$ cat src/core/trig_line_regs.vh
// Constants for the trigger line controller: line positions, reset values and timing.
// Function
// - The block drives seven trigger output lines and senses eight trigger input lines.
// - Inputs one to six and outputs one to six pair up, one pair per shared bus line.
// - The seventh output is the meter-complete signal to outside equipment.
// - The seventh input is the external trigger coming from outside equipment.
// - The eighth input carries the bus controller's group execute trigger.
// - A bus trigger is made by switching on that line's pull-down; idle lines rest high.
// - With an input selected, pulsing its paired output on and off registers a trigger.
// - Nothing inside links meter-complete to the external trigger input.
// - Any single input can be the trigger source while the other lines are toggled.
`ifndef TRIG_LINE_REGS_VH
`define TRIG_LINE_REGS_VH

// ==========================================================
// Line counts and positions
`define TRIG_OUT_COUNT 7
`define TRIG_IN_COUNT 8
`define TRIG_BUS_LINES 6
`define TRIG_METER_DONE_BIT 6
`define TRIG_EXT_IN_BIT 6
`define TRIG_EXEC_IN_BIT 7
`define TRIG_SEL_BUS_LIMIT 3'h6
`define TRIG_SEL_LAST_OUT 3'h6

// ==========================================================
// Reset values and the event count limit
`define TRIG_IN_RST 8'h7F
`define TRIG_OUT_RST 7'h00
`define TRIG_COUNT_RST 8'h00
`define TRIG_COUNT_MAX 8'hFF

// ==========================================================
// Timing
`define TRIG_CLK_PERIOD_NS 5
`define TRIG_PULSE_NS 1000
`define TRIG_SETTLE_NS 500
`define TRIG_PULSE_CYCLES ((`TRIG_PULSE_NS + `TRIG_CLK_PERIOD_NS - 1) / `TRIG_CLK_PERIOD_NS)
`define TRIG_SETTLE_CYCLES ((`TRIG_SETTLE_NS + `TRIG_CLK_PERIOD_NS - 1) / `TRIG_CLK_PERIOD_NS)
`define TRIG_TIMER_W 8

`endif

$ cat src/core/trig_in_sync.v
// Two-stage synchroniser and edge detector for the trigger input lines.
`timescale 1ns/1ps
`include "trig_line_regs.vh"

module trig_in_sync (
  // Clock, reset, enable
  input wire i_clk,
  input wire i_rst,
  input wire i_ce,
  // Raw lines
  input wire [7:0] i_raw,
  // Synchronised levels and edges
  output wire [7:0] o_level,
  output wire [7:0] o_rise,
  output wire [7:0] o_fall
);

  reg [7:0] meta;
  reg [7:0] stable;
  reg [7:0] prev;

  // Only the second stage reads the first one
  always @(posedge i_clk or posedge i_rst) begin
    if (i_rst) begin
      meta <= `TRIG_IN_RST;
      stable <= `TRIG_IN_RST;
      prev <= `TRIG_IN_RST;
    end else if (i_ce) begin
      meta <= i_raw;
      stable <= meta;
      prev <= stable;
    end
  end

  assign o_level = stable;
  assign o_rise = stable & ~prev;
  assign o_fall = ~stable & prev;

endmodule

$ cat src/core/trigger_line_controller.v
// Trigger line controller: bus pull-down drive, source select, detection and shorts scan.
`timescale 1ns/1ps
`include "trig_line_regs.vh"

module trigger_line_controller (
  // Clock, reset, enable
  input wire I_CORE_CLK,
  input wire I_RST,
  input wire I_CE,
  // Trigger input pins and bus controller execute trigger
  input wire [5:0] I_TRIG_IN_LINES,
  input wire I_EXT_TRIG_IN,
  input wire I_BUS_EXEC_TRIG_IN,
  // Output line control from software
  input wire [6:0] I_OUT_LEVEL,
  input wire [6:0] I_OUT_PULSE,
  // Source selection and detection
  input wire [2:0] I_SRC_SEL,
  input wire I_SRC_EN,
  input wire I_DETECT_LOW,
  input wire I_FLAG_CLR,
  // Shorts scan control
  input wire I_SCAN_START,
  // Trigger output lines (high switches the pull-down on)
  output wire [5:0] O_TRIG_OUT_LINES,
  output wire O_METER_DONE_OUT,
  // Status
  output reg O_TRIG_FLAG,
  output reg O_TRIG_EVENT,
  output reg [7:0] O_EVENT_COUNT,
  output reg [7:0] O_IN_LEVELS,
  output reg [6:0] O_OUT_BUSY,
  output wire O_SCAN_BUSY,
  output reg O_SCAN_SHORT
);

  // ==========================================================
  // Scan states
  localparam [1:0] SCAN_IDLE = 2'b00;
  localparam [1:0] SCAN_FIRE = 2'b01;
  localparam [1:0] SCAN_WAIT = 2'b10;
  localparam [1:0] SCAN_SETTLE = 2'b11;

  localparam integer PULSE_CYC = `TRIG_PULSE_CYCLES;
  localparam integer SETTLE_CYC = `TRIG_SETTLE_CYCLES;
  localparam [`TRIG_TIMER_W-1:0] PULSE_LOAD = PULSE_CYC[`TRIG_TIMER_W-1:0];
  localparam [`TRIG_TIMER_W-1:0] SETTLE_LOAD = SETTLE_CYC[`TRIG_TIMER_W-1:0];
  localparam [`TRIG_TIMER_W-1:0] TIMER_ONE = {{(`TRIG_TIMER_W-1){1'b0}}, 1'b1};

  reg [1:0] scan_state;
  reg [1:0] next_scan_state;
  reg [2:0] scan_idx;
  reg [2:0] next_scan_idx;
  reg [2:0] scan_sel;
  reg [`TRIG_TIMER_W-1:0] settle_timer;
  reg [`TRIG_TIMER_W-1:0] next_settle_timer;
  reg [6:0] scan_req;
  reg [6:0] out_drive;

  wire [7:0] in_raw;
  wire [7:0] in_level;
  wire [7:0] in_rise;
  wire [7:0] in_fall;
  wire [6:0] pulse_req;
  wire [6:0] pulse_busy;
  wire src_edge;
  wire detect;
  wire [7:0] scan_hot;

  // One-hot decode of a three-bit line index
  function [7:0] onehot8;
    input [2:0] idx;
    begin
      onehot8 = 8'h01 << idx;
    end
  endfunction

  // Whether the scan must skip an output: the paired bus output of the source
  function skip_out;
    input [2:0] idx;
    input [2:0] sel;
    begin
      skip_out = (sel < `TRIG_SEL_BUS_LIMIT) && (idx == sel);
    end
  endfunction

  // ==========================================================
  // Input sensing
  // Meter-complete is never fed back here; only the pins and the bus execute trigger reach detection
  assign in_raw = {I_BUS_EXEC_TRIG_IN, I_EXT_TRIG_IN, I_TRIG_IN_LINES};

  trig_in_sync u_sync (
    .i_clk(I_CORE_CLK),
    .i_rst(I_RST),
    .i_ce(I_CE),
    .i_raw(in_raw),
    .o_level(in_level),
    .o_rise(in_rise),
    .o_fall(in_fall)
  );

  // Bus lines are active low, so falling detection suits them; GET usually wants rising
  assign src_edge = I_DETECT_LOW ? in_fall[I_SRC_SEL] : in_rise[I_SRC_SEL];
  assign detect = I_SRC_EN & src_edge;

  // ==========================================================
  // Output pulse timers, one per output line
  assign pulse_req = I_OUT_PULSE | scan_req;

  genvar g;
  generate
    for (g = 0; g < `TRIG_OUT_COUNT; g = g + 1) begin : g_pulse
      reg [`TRIG_TIMER_W-1:0] timer;
      always @(posedge I_CORE_CLK or posedge I_RST) begin
        if (I_RST) begin
          timer <= {`TRIG_TIMER_W{1'b0}};
        end else if (I_CE) begin
          if (pulse_req[g]) begin
            timer <= PULSE_LOAD;
          end else if (timer != {`TRIG_TIMER_W{1'b0}}) begin
            timer <= timer - TIMER_ONE;
          end
        end
      end
      assign pulse_busy[g] = (timer != {`TRIG_TIMER_W{1'b0}});
    end
  endgenerate

  // ==========================================================
  // Output drive
  always @(posedge I_CORE_CLK or posedge I_RST) begin
    if (I_RST) begin
      out_drive <= `TRIG_OUT_RST;
      O_OUT_BUSY <= `TRIG_OUT_RST;
    end else if (I_CE) begin
      // Pull-down on while held or pulsing; line otherwise rests high
      out_drive <= I_OUT_LEVEL | pulse_busy | pulse_req;
      O_OUT_BUSY <= pulse_busy;
    end
  end

  assign O_TRIG_OUT_LINES = out_drive[`TRIG_BUS_LINES-1:0];
  assign O_METER_DONE_OUT = out_drive[`TRIG_METER_DONE_BIT];

  // ==========================================================
  // Detection status
  always @(posedge I_CORE_CLK or posedge I_RST) begin
    if (I_RST) begin
      O_TRIG_FLAG <= 1'b0;
      O_TRIG_EVENT <= 1'b0;
      O_EVENT_COUNT <= `TRIG_COUNT_RST;
      O_IN_LEVELS <= `TRIG_IN_RST;
      O_SCAN_SHORT <= 1'b0;
    end else if (I_CE) begin
      // A new detection wins over a clear in the same cycle
      O_TRIG_FLAG <= detect | (O_TRIG_FLAG & ~I_FLAG_CLR);
      O_TRIG_EVENT <= detect;
      O_IN_LEVELS <= in_level;
      if (I_FLAG_CLR & ~detect) begin
        O_EVENT_COUNT <= `TRIG_COUNT_RST;
      end else if (detect && O_EVENT_COUNT != `TRIG_COUNT_MAX) begin
        O_EVENT_COUNT <= O_EVENT_COUNT + 8'h01;
      end
      // Any hit while other lines are toggled means a short to the source
      if (scan_state != SCAN_IDLE && detect) begin
        O_SCAN_SHORT <= 1'b1;
      end else if (scan_state == SCAN_IDLE && I_SCAN_START) begin
        O_SCAN_SHORT <= 1'b0;
      end
    end
  end

  // ==========================================================
  // Shorts scan: pulse every other output in turn
  assign scan_hot = onehot8(scan_idx);

  always @* begin
    next_scan_state = scan_state;
    next_scan_idx = scan_idx;
    next_settle_timer = settle_timer;
    scan_req = 7'h00;
    case (scan_state)
      SCAN_IDLE: begin
        if (I_SCAN_START) begin
          next_scan_idx = 3'h0;
          next_scan_state = SCAN_FIRE;
        end
      end
      SCAN_FIRE: begin
        if (skip_out(scan_idx, scan_sel)) begin
          next_scan_state = SCAN_SETTLE;
          next_settle_timer = {`TRIG_TIMER_W{1'b0}};
        end else begin
          scan_req = scan_hot[6:0];
          next_scan_state = SCAN_WAIT;
        end
      end
      SCAN_WAIT: begin
        if (!pulse_busy[scan_idx]) begin
          next_settle_timer = SETTLE_LOAD;
          next_scan_state = SCAN_SETTLE;
        end
      end
      SCAN_SETTLE: begin
        // Settling lets a late edge on the source land inside the scan
        if (settle_timer != {`TRIG_TIMER_W{1'b0}}) begin
          next_settle_timer = settle_timer - TIMER_ONE;
        end else if (scan_idx == `TRIG_SEL_LAST_OUT) begin
          next_scan_state = SCAN_IDLE;
        end else begin
          next_scan_idx = scan_idx + 3'h1;
          next_scan_state = SCAN_FIRE;
        end
      end
      default: begin
        next_scan_state = SCAN_IDLE;
      end
    endcase
  end

  always @(posedge I_CORE_CLK or posedge I_RST) begin
    if (I_RST) begin
      scan_state <= SCAN_IDLE;
      scan_idx <= 3'h0;
      scan_sel <= 3'h0;
      settle_timer <= {`TRIG_TIMER_W{1'b0}};
    end else if (I_CE) begin
      scan_state <= next_scan_state;
      scan_idx <= next_scan_idx;
      settle_timer <= next_settle_timer;
      if (scan_state == SCAN_IDLE && I_SCAN_START) begin
        scan_sel <= I_SRC_SEL;
      end
    end
  end

  assign O_SCAN_BUSY = (scan_state != SCAN_IDLE);

endmodule

$ cat config.mk
export PLATFORM = sky130hd
export DESIGN_NAME = trigger_line_controller
export DESIGN_NICKNAME = d
export VERILOG_FILES = /design/src/core/trig_in_sync.v /design/src/core/trigger_line_controller.v
export VERILOG_INCLUDE_DIRS = /design/src /design/src/core
export SDC_FILE = /design/constraint.sdc
export NUM_CORES = 1
export LEC_CHECK = 0
export ABC_CLOCK_PERIOD_IN_PS = 3400
export BUFFER_PORTS_ARGS = -buffer_cell sky130_fd_sc_hd__buf_2
export CORE_UTILIZATION = 54
export DETAILED_ROUTE_END_ITERATION = 10
export GPL_TIMING_DRIVEN = 0
export PLACE_DENSITY = 0.77
export SETUP_SLACK_MARGIN = 0.05
export SYNTH_ARGS = -nofsm -noshare
export SYNTH_HDL_FRONTEND = slang
export SYNTH_SLANG_ARGS = --single-unit
$ cat constraint.sdc
create_clock -name I_CORE_CLK -period 3.4 [get_ports I_CORE_CLK]
set_input_delay 0.51 -clock I_CORE_CLK [delete_from_list [all_inputs] [get_ports I_CORE_CLK]]
set_output_delay 0.51 -clock I_CORE_CLK [all_outputs]
set_load 0.01 [all_outputs]
==> summary.txt, run 1 <==
Outcome
  • Result of the run: complete, no violations

Floorplanning
  • Die width: 110.6 um
  • Number of cell rows: 39
  • Core region area: 0.01147 sq mm
  • Area of the die: 0.01223 sq mm
  • I/O pin cnt: 66
  • Initial Util: 0.5555
  • DIE HEIGHT: 110.6 um

STA
  • Clock skew after layout: 0.009055 ns
  • Total of endpoints with negative setup slack in the final report: 0
  • Endpoints failing hold: 0
  • Post-layout minimum cycle time: 2.526 ns
  • Setup repair after global routing missed its margin: false
  • Max-slew violations: 0
  • Maximum achievable frequency: 395.8 MHz
  • Share of the cycle needed by the critical path after routing: 0.7431
  • Max transition margin: 0.2211
  • Transition time of the tightest slew-check pin: 1.158 ns
  • Post-route setup TNS: 0 ns

Pwr
  • Peak supply drop: 0.0006320 V
  • Portion of total power attributed to combinational logic: 0.304
  • Sw Ratio: 0.3534
  • Total internal power: 3641 uW
  • Pwr Density: 754.3 mW/mm^2
  • Net Switching: 1990 uW
  • Static Leakage: 0.003189 uW
  • Final Power: 5631 uW
  • Sequential share of power: 0.396
  • Portion of total power attributed to the clock network: 0.300

Run
  • Max-cap check violation count: 0

Drt
  • DRC: 0
  • DR vias: 5128
  • Detailed-route vias per instance: 5.788
  • Average wire length per cell after detail routing: 16.57 um
  • Iteration-0 DRC count of the detailed router: 353
  • Length of the first detailed-routing pass in iterations: 5
  • Antenna Nets Post-Route: 0
  • Total Wirelength: 14.69 mm

Yosys
  • Top area cells in the synthesized netlist: sky130_fd_sc_hd__dfrtp_1, sky130_fd_sc_hd__dfstp_2, sky130_fd_sc_hd__mux2_2, sky130_fd_sc_hd__ha_1, sky130_fd_sc_hd__o21ai_0
  • Post-synth EDFFs: 0
  • Distinct cell type count of the synthesized netlist: 64
  • Warning count from the yosys run: 0
  • Syn Inst Count: 646
  • Sequential fraction of the synthesis area: 0.4795
  • Proportion of synthesized flip-flops having asynchronous set or reset: 1.000
  • Area of the mapped netlist: 0.006370 sq mm
  • #FFs+latches synth: 121
  • Most used flip-flop cell after synthesis: sky130_fd_sc_hd__dfrtp_1
  • Post-Synthesis Mean Instance Area: 9.860 sq um
  • Number of nets produced by synthesis: 703
  • Area share of the leading cell type in the synthesized netlist: 0.3929
  • Cell type with the highest aggregate area in the netlist: sky130_fd_sc_hd__dfrtp_1

Setup path
  • Bufs and invs on worst path: 1
  • CP max-delay cell: sky130_fd_sc_hd__nor4_1
  • Required time of the critical path: 3.70 ns
  • Worst setup SP type: flip-flop
  • Worst EP arrival: 2.83 ns
  • Setup Crit Path Kind: flip-flop to flip-flop
  • Max incr delay on CP: 1.00 ns
  • Worst setup EP type: flip-flop
  • CP top delay family: simple AND/OR/NAND/NOR gates
  • Critical path cell sequence: nor4_1, nand4_1, o2111ai_2, o211ai_4, buf_6, o21ai_0, o41ai_1
  • Critical Path Fanout Max: 10

CTS
  • Latest clock arrival within the worst-skew pair: 0.43 ns
  • Count of H-tree levels built during CTS: 4
  • CTS Buf Count: 17
  • TritonCTS clock tree: built
  • Root cell of the clock tree: sky130_fd_sc_hd__clkbuf_16
  • Setup fix buffers added after clock tree synthesis: 0
  • Hold-fix buffer count after cts: 0
  • Count of clock tree sinks: 121
  • Number of buffers between clock root and the deepest sink: 2
  • Clock slew at the register clock pins of the worst setup and hold paths: 0.06 ns
  • Post_cts resized: 0

Final layout
  • Share of post-route cells with drive strength above 1: 0.2180
  • Net total in the final layout: 787
  • Fill count: 895
  • Post-route core utilization: 0.6511
  • Diodes inserted: 0
  • Signed area change from the synthesized netlist to the final layout: 17.21%
  • Most frequent standard cell in the layout excluding fill and tap cells: sky130_fd_sc_hd__dfrtp_1
  • Commonest non-fill, non-tap cells in the layout: sky130_fd_sc_hd__dfrtp_1, sky130_fd_sc_hd__buf_2, sky130_fd_sc_hd__nand2_1

Placement
  • HPWL Detailed: 10.54 mm
  • Final weighted congestion in routability-driven placement: 0.9193
  • Count of buffers from port buffering: 63

Global route
  • Met1 routing resource usage after global routing: 0.3369
  • Total global routing track utilization: 0.2619
  • Global routing usage on met3: 0.06476
  • Number of antenna violations at the first check in global routing: 0
  • Number of global-route vias before repair: 5203
  • First-pass GRT wire length: 25.26 mm
  • Maximum number of pins on one net before global-route repair: 44
  • Global routing usage on met2: 0.4190
  • Total overflow reported by the global router: 0
  • Busiest metal layer after global routing: met2

Hold path
  • Type of the most critical hold path: input pin to asynchronous set/reset pin
==> final timing paths <==
check / start / end / slack, ns / depth (start not counted)
max: g_pulse[1].timer[2] / settle_timer[7] / 0.87 / 7
min in group I_CORE_CLK: I_BUS_EXEC_TRIG_IN / u_sync.meta[7] / 0.31 / 2
min reg2reg: O_OUT_BUSY[1] / O_OUT_BUSY[1] / 0.48 / 1
min: I_RST / g_pulse[4].timer[6] / 0.27 / 2
max reg2reg: g_pulse[1].timer[2] / settle_timer[7] / 0.87 / 7
max in group asynchronous: I_RST / g_pulse[1].timer[1] / 2.43 / 3
==> cells by family (layout without fill, tap and decap cells) <==
kind of cell	after synthesis	count (layout)	synth area share
AO/OA/AOI/OAI	131	131	0.1306
XOR/XNOR	40	40	0.05500
adder cells (fa/ha/maj)	25	25	0.04911
buffers and inverters	61	158	0.04046
flip-flops	121	121	0.4795
multiplexers	33	33	0.05736
AND/OR/NAND/NOR	235	235	0.1880
==> area by class of cell <==
type                       instances  area, sq um  area share
tap                              143        178.9     0.02397
clock buffer                      25        518.0     0.06938
sequential                       121         3054      0.4091
clock inverter                     7        40.04    0.005363
timing repair buffer              65        355.3     0.04760
buffer                            19        100.1     0.01341
inverter                          42        161.4     0.02162
multi-input combinational        464         3058      0.4096
==> power by group through the flow <==
stage          Clock, uW  Sequential [uW]  Combinational [uW]
6_report            1690             2230                1710
5_1_grt             1770             2280                1940
3_3_place_gp           0             2210                1600
3_5_place_dp           0             2240                1700
4_1_cts             1720             2220                1710
2_1_floorplan          0             2170                1300
==> sequential cells by signal, summed over array words and instances, names as in the netlist <==
register        count
u_sync.meta         8
scan_state          2
O_OUT_BUSY          7
u_sync.prev         8
O_TRIG_FLAG         1
u_sync.o_level      8
O_EVENT_COUNT       8
settle_timer        8
O_SCAN_SHORT        1
scan_idx            3
O_TRIG_EVENT        1
g_pulse.timer      56
scan_sel            3
out_drive           7
==> metal layers <==
layer / up-vias / routed length, um
met5: - / 0
met2: 150 / 7260
met1: 2501 / 6278
met3: 28 / 821
li1: 2449 / -
met4: 0 / 326
==> through the flow <==
| stage | hold slack [ns] | instances | cell area, sq um | setup WS, ns |
|---|---|---|---|---|
| floorplan | 0.4499 | 646 | 6374 | 1.125 |
| global placement | 0.4614 | 852 | 6868 | 0.4984 |
| detailed placement | 0.4742 | 854 | 6908 | 0.4848 |
| CTS | 0.2914 | 886 | 7466 | 0.9277 |
| global route | 0.3033 | 886 | 7466 | 0.7237 |
| finish | 0.2742 | 886 | 7466 | 0.8736 |
==> Yosys cell counts (all sizes together) (15+ instances only) <==
cell type	number
mux2	28
nand2	62
a21oi	31
ha	25
nor3	17
nand3	15
xnor2	26
nor4	17
dfrtp	100
nor2	54
dfstp	21
inv	41
o21ai	47
Note: power is estimated with default switching activity, not from simulation.
==> inputs of run 2 (changes only) <==
Settings changed: ABC_CLOCK_PERIOD_IN_PS 3400 to 2170.
Clock period 3.4 ns to 2.17 ns, I/O delays scaled along.
==> summary.txt, run 2 (synthesis results as in run 1) <==
Outcome
  • Result of the run: finished, violations left (was complete, no violations)
  • Violations in the final reports: setup timing

Drt
  • Iteration-0 DRC count of the detailed router: 277 (was 353)
  • DRC: 0 (unchanged)
  • Average wire length per cell after detail routing: 17.85 um (was 16.57 um)
  • DR vias: 5417 (was 5128)
  • Antenna Nets Post-Route: 0 (unchanged)
  • Total Wirelength: 16.06 mm (was 14.69 mm)
  • Detailed-route vias per instance: 6.019 (was 5.788)
  • Length of the first detailed-routing pass in iterations: 5 (unchanged)

Placement
  • Placed Instance Area: 0.006919 sq mm (was 0.006908 sq mm)
  • Final weighted congestion in routability-driven placement: 0.8698 (was 0.9193)
  • Count of buffers from port buffering: 63 (unchanged)
  • HPWL Detailed: 10.64 mm (was 10.54 mm)

Final layout
  • Post-route core utilization: 0.6853 (was 0.6511)
  • Register with the highest flop count: g_pulse.timer (unchanged)
  • Finished Cell Area: 0.007859 sq mm (was 0.007466 sq mm)
  • Share of post-route cells with drive strength above 1: 0.2919 (was 0.2180)
  • Most frequent standard cell in the layout excluding fill and tap cells: sky130_fd_sc_hd__dfrtp_1 (unchanged)
  • Multi-input combinational cell area: 0.003299 sq mm (was 0.003058 sq mm)
  • Net total in the final layout: 801 (was 787)
  • Register cell area after layout: 0.003055 sq mm (was 0.003054 sq mm)
  • Diodes inserted: 0 (unchanged)
  • Fill count: 830 (was 895)
  • Commonest non-fill, non-tap cells in the layout: sky130_fd_sc_hd__dfrtp_1, sky130_fd_sc_hd__buf_2, sky130_fd_sc_hd__nand2_1 (unchanged)
  • Signed area change from the synthesized netlist to the final layout: 23.37% (was 17.21%)
  • Max FFs per register: 56 (unchanged)

Setup path
  • Capturing point of the worst reg2reg path: settle_timer[5] (was settle_timer[7])
  • Startpoint of the lowest-slack register-to-register path: g_pulse[3].timer[5] (was g_pulse[1].timer[2])
  • Reg2Reg Setup Slack: -0.06 ns (was 0.87 ns)
  • Worst setup EP type: flip-flop (unchanged)
  • Setup Crit Path Kind: flip-flop to flip-flop (unchanged)
  • Critical Path Fanout Max: 7 (was 10)
  • Worst Reg-to-Reg Cells: 7 (unchanged)
  • Worst setup SP type: flip-flop (unchanged)
  • Worst EP arrival: 2.53 ns (was 2.83 ns)
  • Required time of the critical path: 2.47 ns (was 3.70 ns)

CTS
  • CTS Buf Count: 17 (unchanged)
  • Number of buffers between clock root and the deepest sink: 2 (unchanged)
  • Latest clock arrival within the worst-skew pair: 0.42 ns (was 0.43 ns)
  • Root cell of the clock tree: sky130_fd_sc_hd__clkbuf_16 (unchanged)
  • Hold-fix buffer count after cts: 0 (unchanged)
  • Count of clock tree sinks: 121 (unchanged)
  • Count of H-tree levels built during CTS: 4 (unchanged)
  • TritonCTS clock tree: built (unchanged)
  • Clock slew at the register clock pins of the worst setup and hold paths: 0.06 ns (about the same)

STA
  • Total of endpoints with negative setup slack in the final report: 3 (was 0)
  • Post-route setup TNS: -0.1449 ns (was 0 ns)
  • Worst-case hold slack: 0.06423 ns (was 0.2742 ns)
  • Transition time of the tightest slew-check pin: 0.8842 ns (was 1.158 ns)
  • Max-slew violations: 0 (unchanged)
  • Clock skew after layout: 0.01055 ns (was 0.009055 ns)
  • Setup repair after global routing missed its margin: true (was false)
  • Post-layout minimum cycle time: 2.229 ns (was 2.526 ns)
  • Max transition margin: 0.4105 (was 0.2211)
  • Share of the cycle needed by the critical path after routing: 1.027 (was 0.7431)
  • Least setup slack across all paths after layout: -0.05858 ns (was 0.8736 ns)
  • Endpoints failing hold: 0 (unchanged)
  • Maximum achievable frequency: 448.7 MHz (was 395.8 MHz)

Global route
  • Maximum number of pins on one net before global-route repair: 45 (was 44)
  • Number of global-route vias before repair: 5518 (was 5203)
  • Global routing usage on met2: 0.4443 (was 0.4190)
  • Met1 routing resource usage after global routing: 0.3399 (was 0.3369)
  • Total global routing track utilization: 0.2725 (was 0.2619)
  • Total overflow reported by the global router: 0 (unchanged)
  • First-pass GRT wire length: 26.41 mm (was 25.26 mm)
  • Busiest metal layer after global routing: met2 (unchanged)
  • Number of antenna violations at the first check in global routing: 0 (unchanged)
  • Global routing usage on met3: 0.05873 (was 0.06476)

Floorplanning
  • I/O pin cnt: 66 (unchanged)
  • DIE HEIGHT: 110.6 um (unchanged)
  • Core region area: 0.01147 sq mm (unchanged)
  • Number of cell rows: 39 (unchanged)
  • Die width: 110.6 um (unchanged)
  • Initial Util: 0.5555 (unchanged)
  • Area of the die: 0.01223 sq mm (unchanged)

Hold path
  • Type of the most critical hold path: input pin to asynchronous set/reset pin (unchanged)

Pwr
  • Pwr Density: 1208 mW/mm^2 (was 754.3 mW/mm^2)
  • Static Leakage: 0.003348 uW (was 0.003189 uW)
  • Final Power: 9494 uW (was 5631 uW)
  • Peak supply drop: 0.0007816 V (was 0.0006320 V)

Run
  • Max-cap check violation count: 0 (unchanged)
-- run 2: cell types whose count changed in the layout (fill, tap and decap cells not counted), moves of 4 or more --
cell                       previous run  this run
sky130_fd_sc_hd__buf_4                0        12
sky130_fd_sc_hd__clkbuf_1            15         8
sky130_fd_sc_hd__clkbuf_2             1         7
sky130_fd_sc_hd__nor4_1              17        13
sky130_fd_sc_hd__o21ai_0             47        35
sky130_fd_sc_hd__o21ai_1              0         9
sky130_fd_sc_hd__or4_1                4         0
sky130_fd_sc_hd__or4_4                2         6
-- run 2: worst max-delay path, cell delays in order, from the launching register on --
cell and delay, ns:
sky130_fd_sc_hd__dfrtp_1 0.39, sky130_fd_sc_hd__or4_4 0.55, sky130_fd_sc_hd__or4_4 0.51, sky130_fd_sc_hd__o2111ai_4 0.10
sky130_fd_sc_hd__o211ai_4 0.15, sky130_fd_sc_hd__buf_4 0.17, sky130_fd_sc_hd__o21ai_1 0.14, sky130_fd_sc_hd__o21ai_1 0.08
-- run 2: power breakdown --
part / internal (uW) / total (uW) / switching (uW)
Sequential: 2910 / 3570 / 661
Combinational: 1370 / 3110 / 1740
Clock: 1830 / 2820 / 984
Total: 6110 / 9490 / 3380
-- run 2: worst max-delay path by stage --
stage                        startpoint             endpoint  slack, ns  depth (start not counted)
floorplan           g_pulse[3].timer[5]      settle_timer[7]       0.07                          7
global placement                   I_CE  g_pulse[0].timer[7]      -0.62                          6
detailed placement                 I_CE         out_drive[6]      -0.64                          5
CTS                 g_pulse[3].timer[5]      settle_timer[7]      -0.04                          7
global route        g_pulse[3].timer[5]      settle_timer[7]      -0.10                          7
finish              g_pulse[3].timer[5]      settle_timer[5]      -0.06                          7
-- run 2: final cells by class --
cell class | count | area share
multi-input cells | 464 | 0.4198
well taps | 143 | 0.02277
clock buffers | 25 | 0.06432
clock inverters | 7 | 0.01130
inverters | 42 | 0.02054
repair buffers | 79 | 0.05795
plain buffers | 19 | 0.01449
flip-flops and latches | 121 | 0.3888
-- run 2: stage by stage --
step                      instances  setup slack (ns)
after floorplan                 646           0.07318
after global placement          852           -0.6194
after detailed placement        854           -0.6355
after CTS                       892          -0.04086
after global routing            900           -0.1039
final                           900          -0.05858
-- run 2: repair_timing --
action | CTS | global route
setup buffers | 5 | 7
pin swaps | 2 | 7
cloned | 1 | 1
endpoints found under the setup margin | 64 | 50
gates resized for setup | 30 | 43
-- run 2: per-layer routing --
layer,vias up,share of wire
met2,187,0.51
li1,2484,-
met5,-,0
met4,0,0.034
met1,2703,0.41
met3,43,0.050
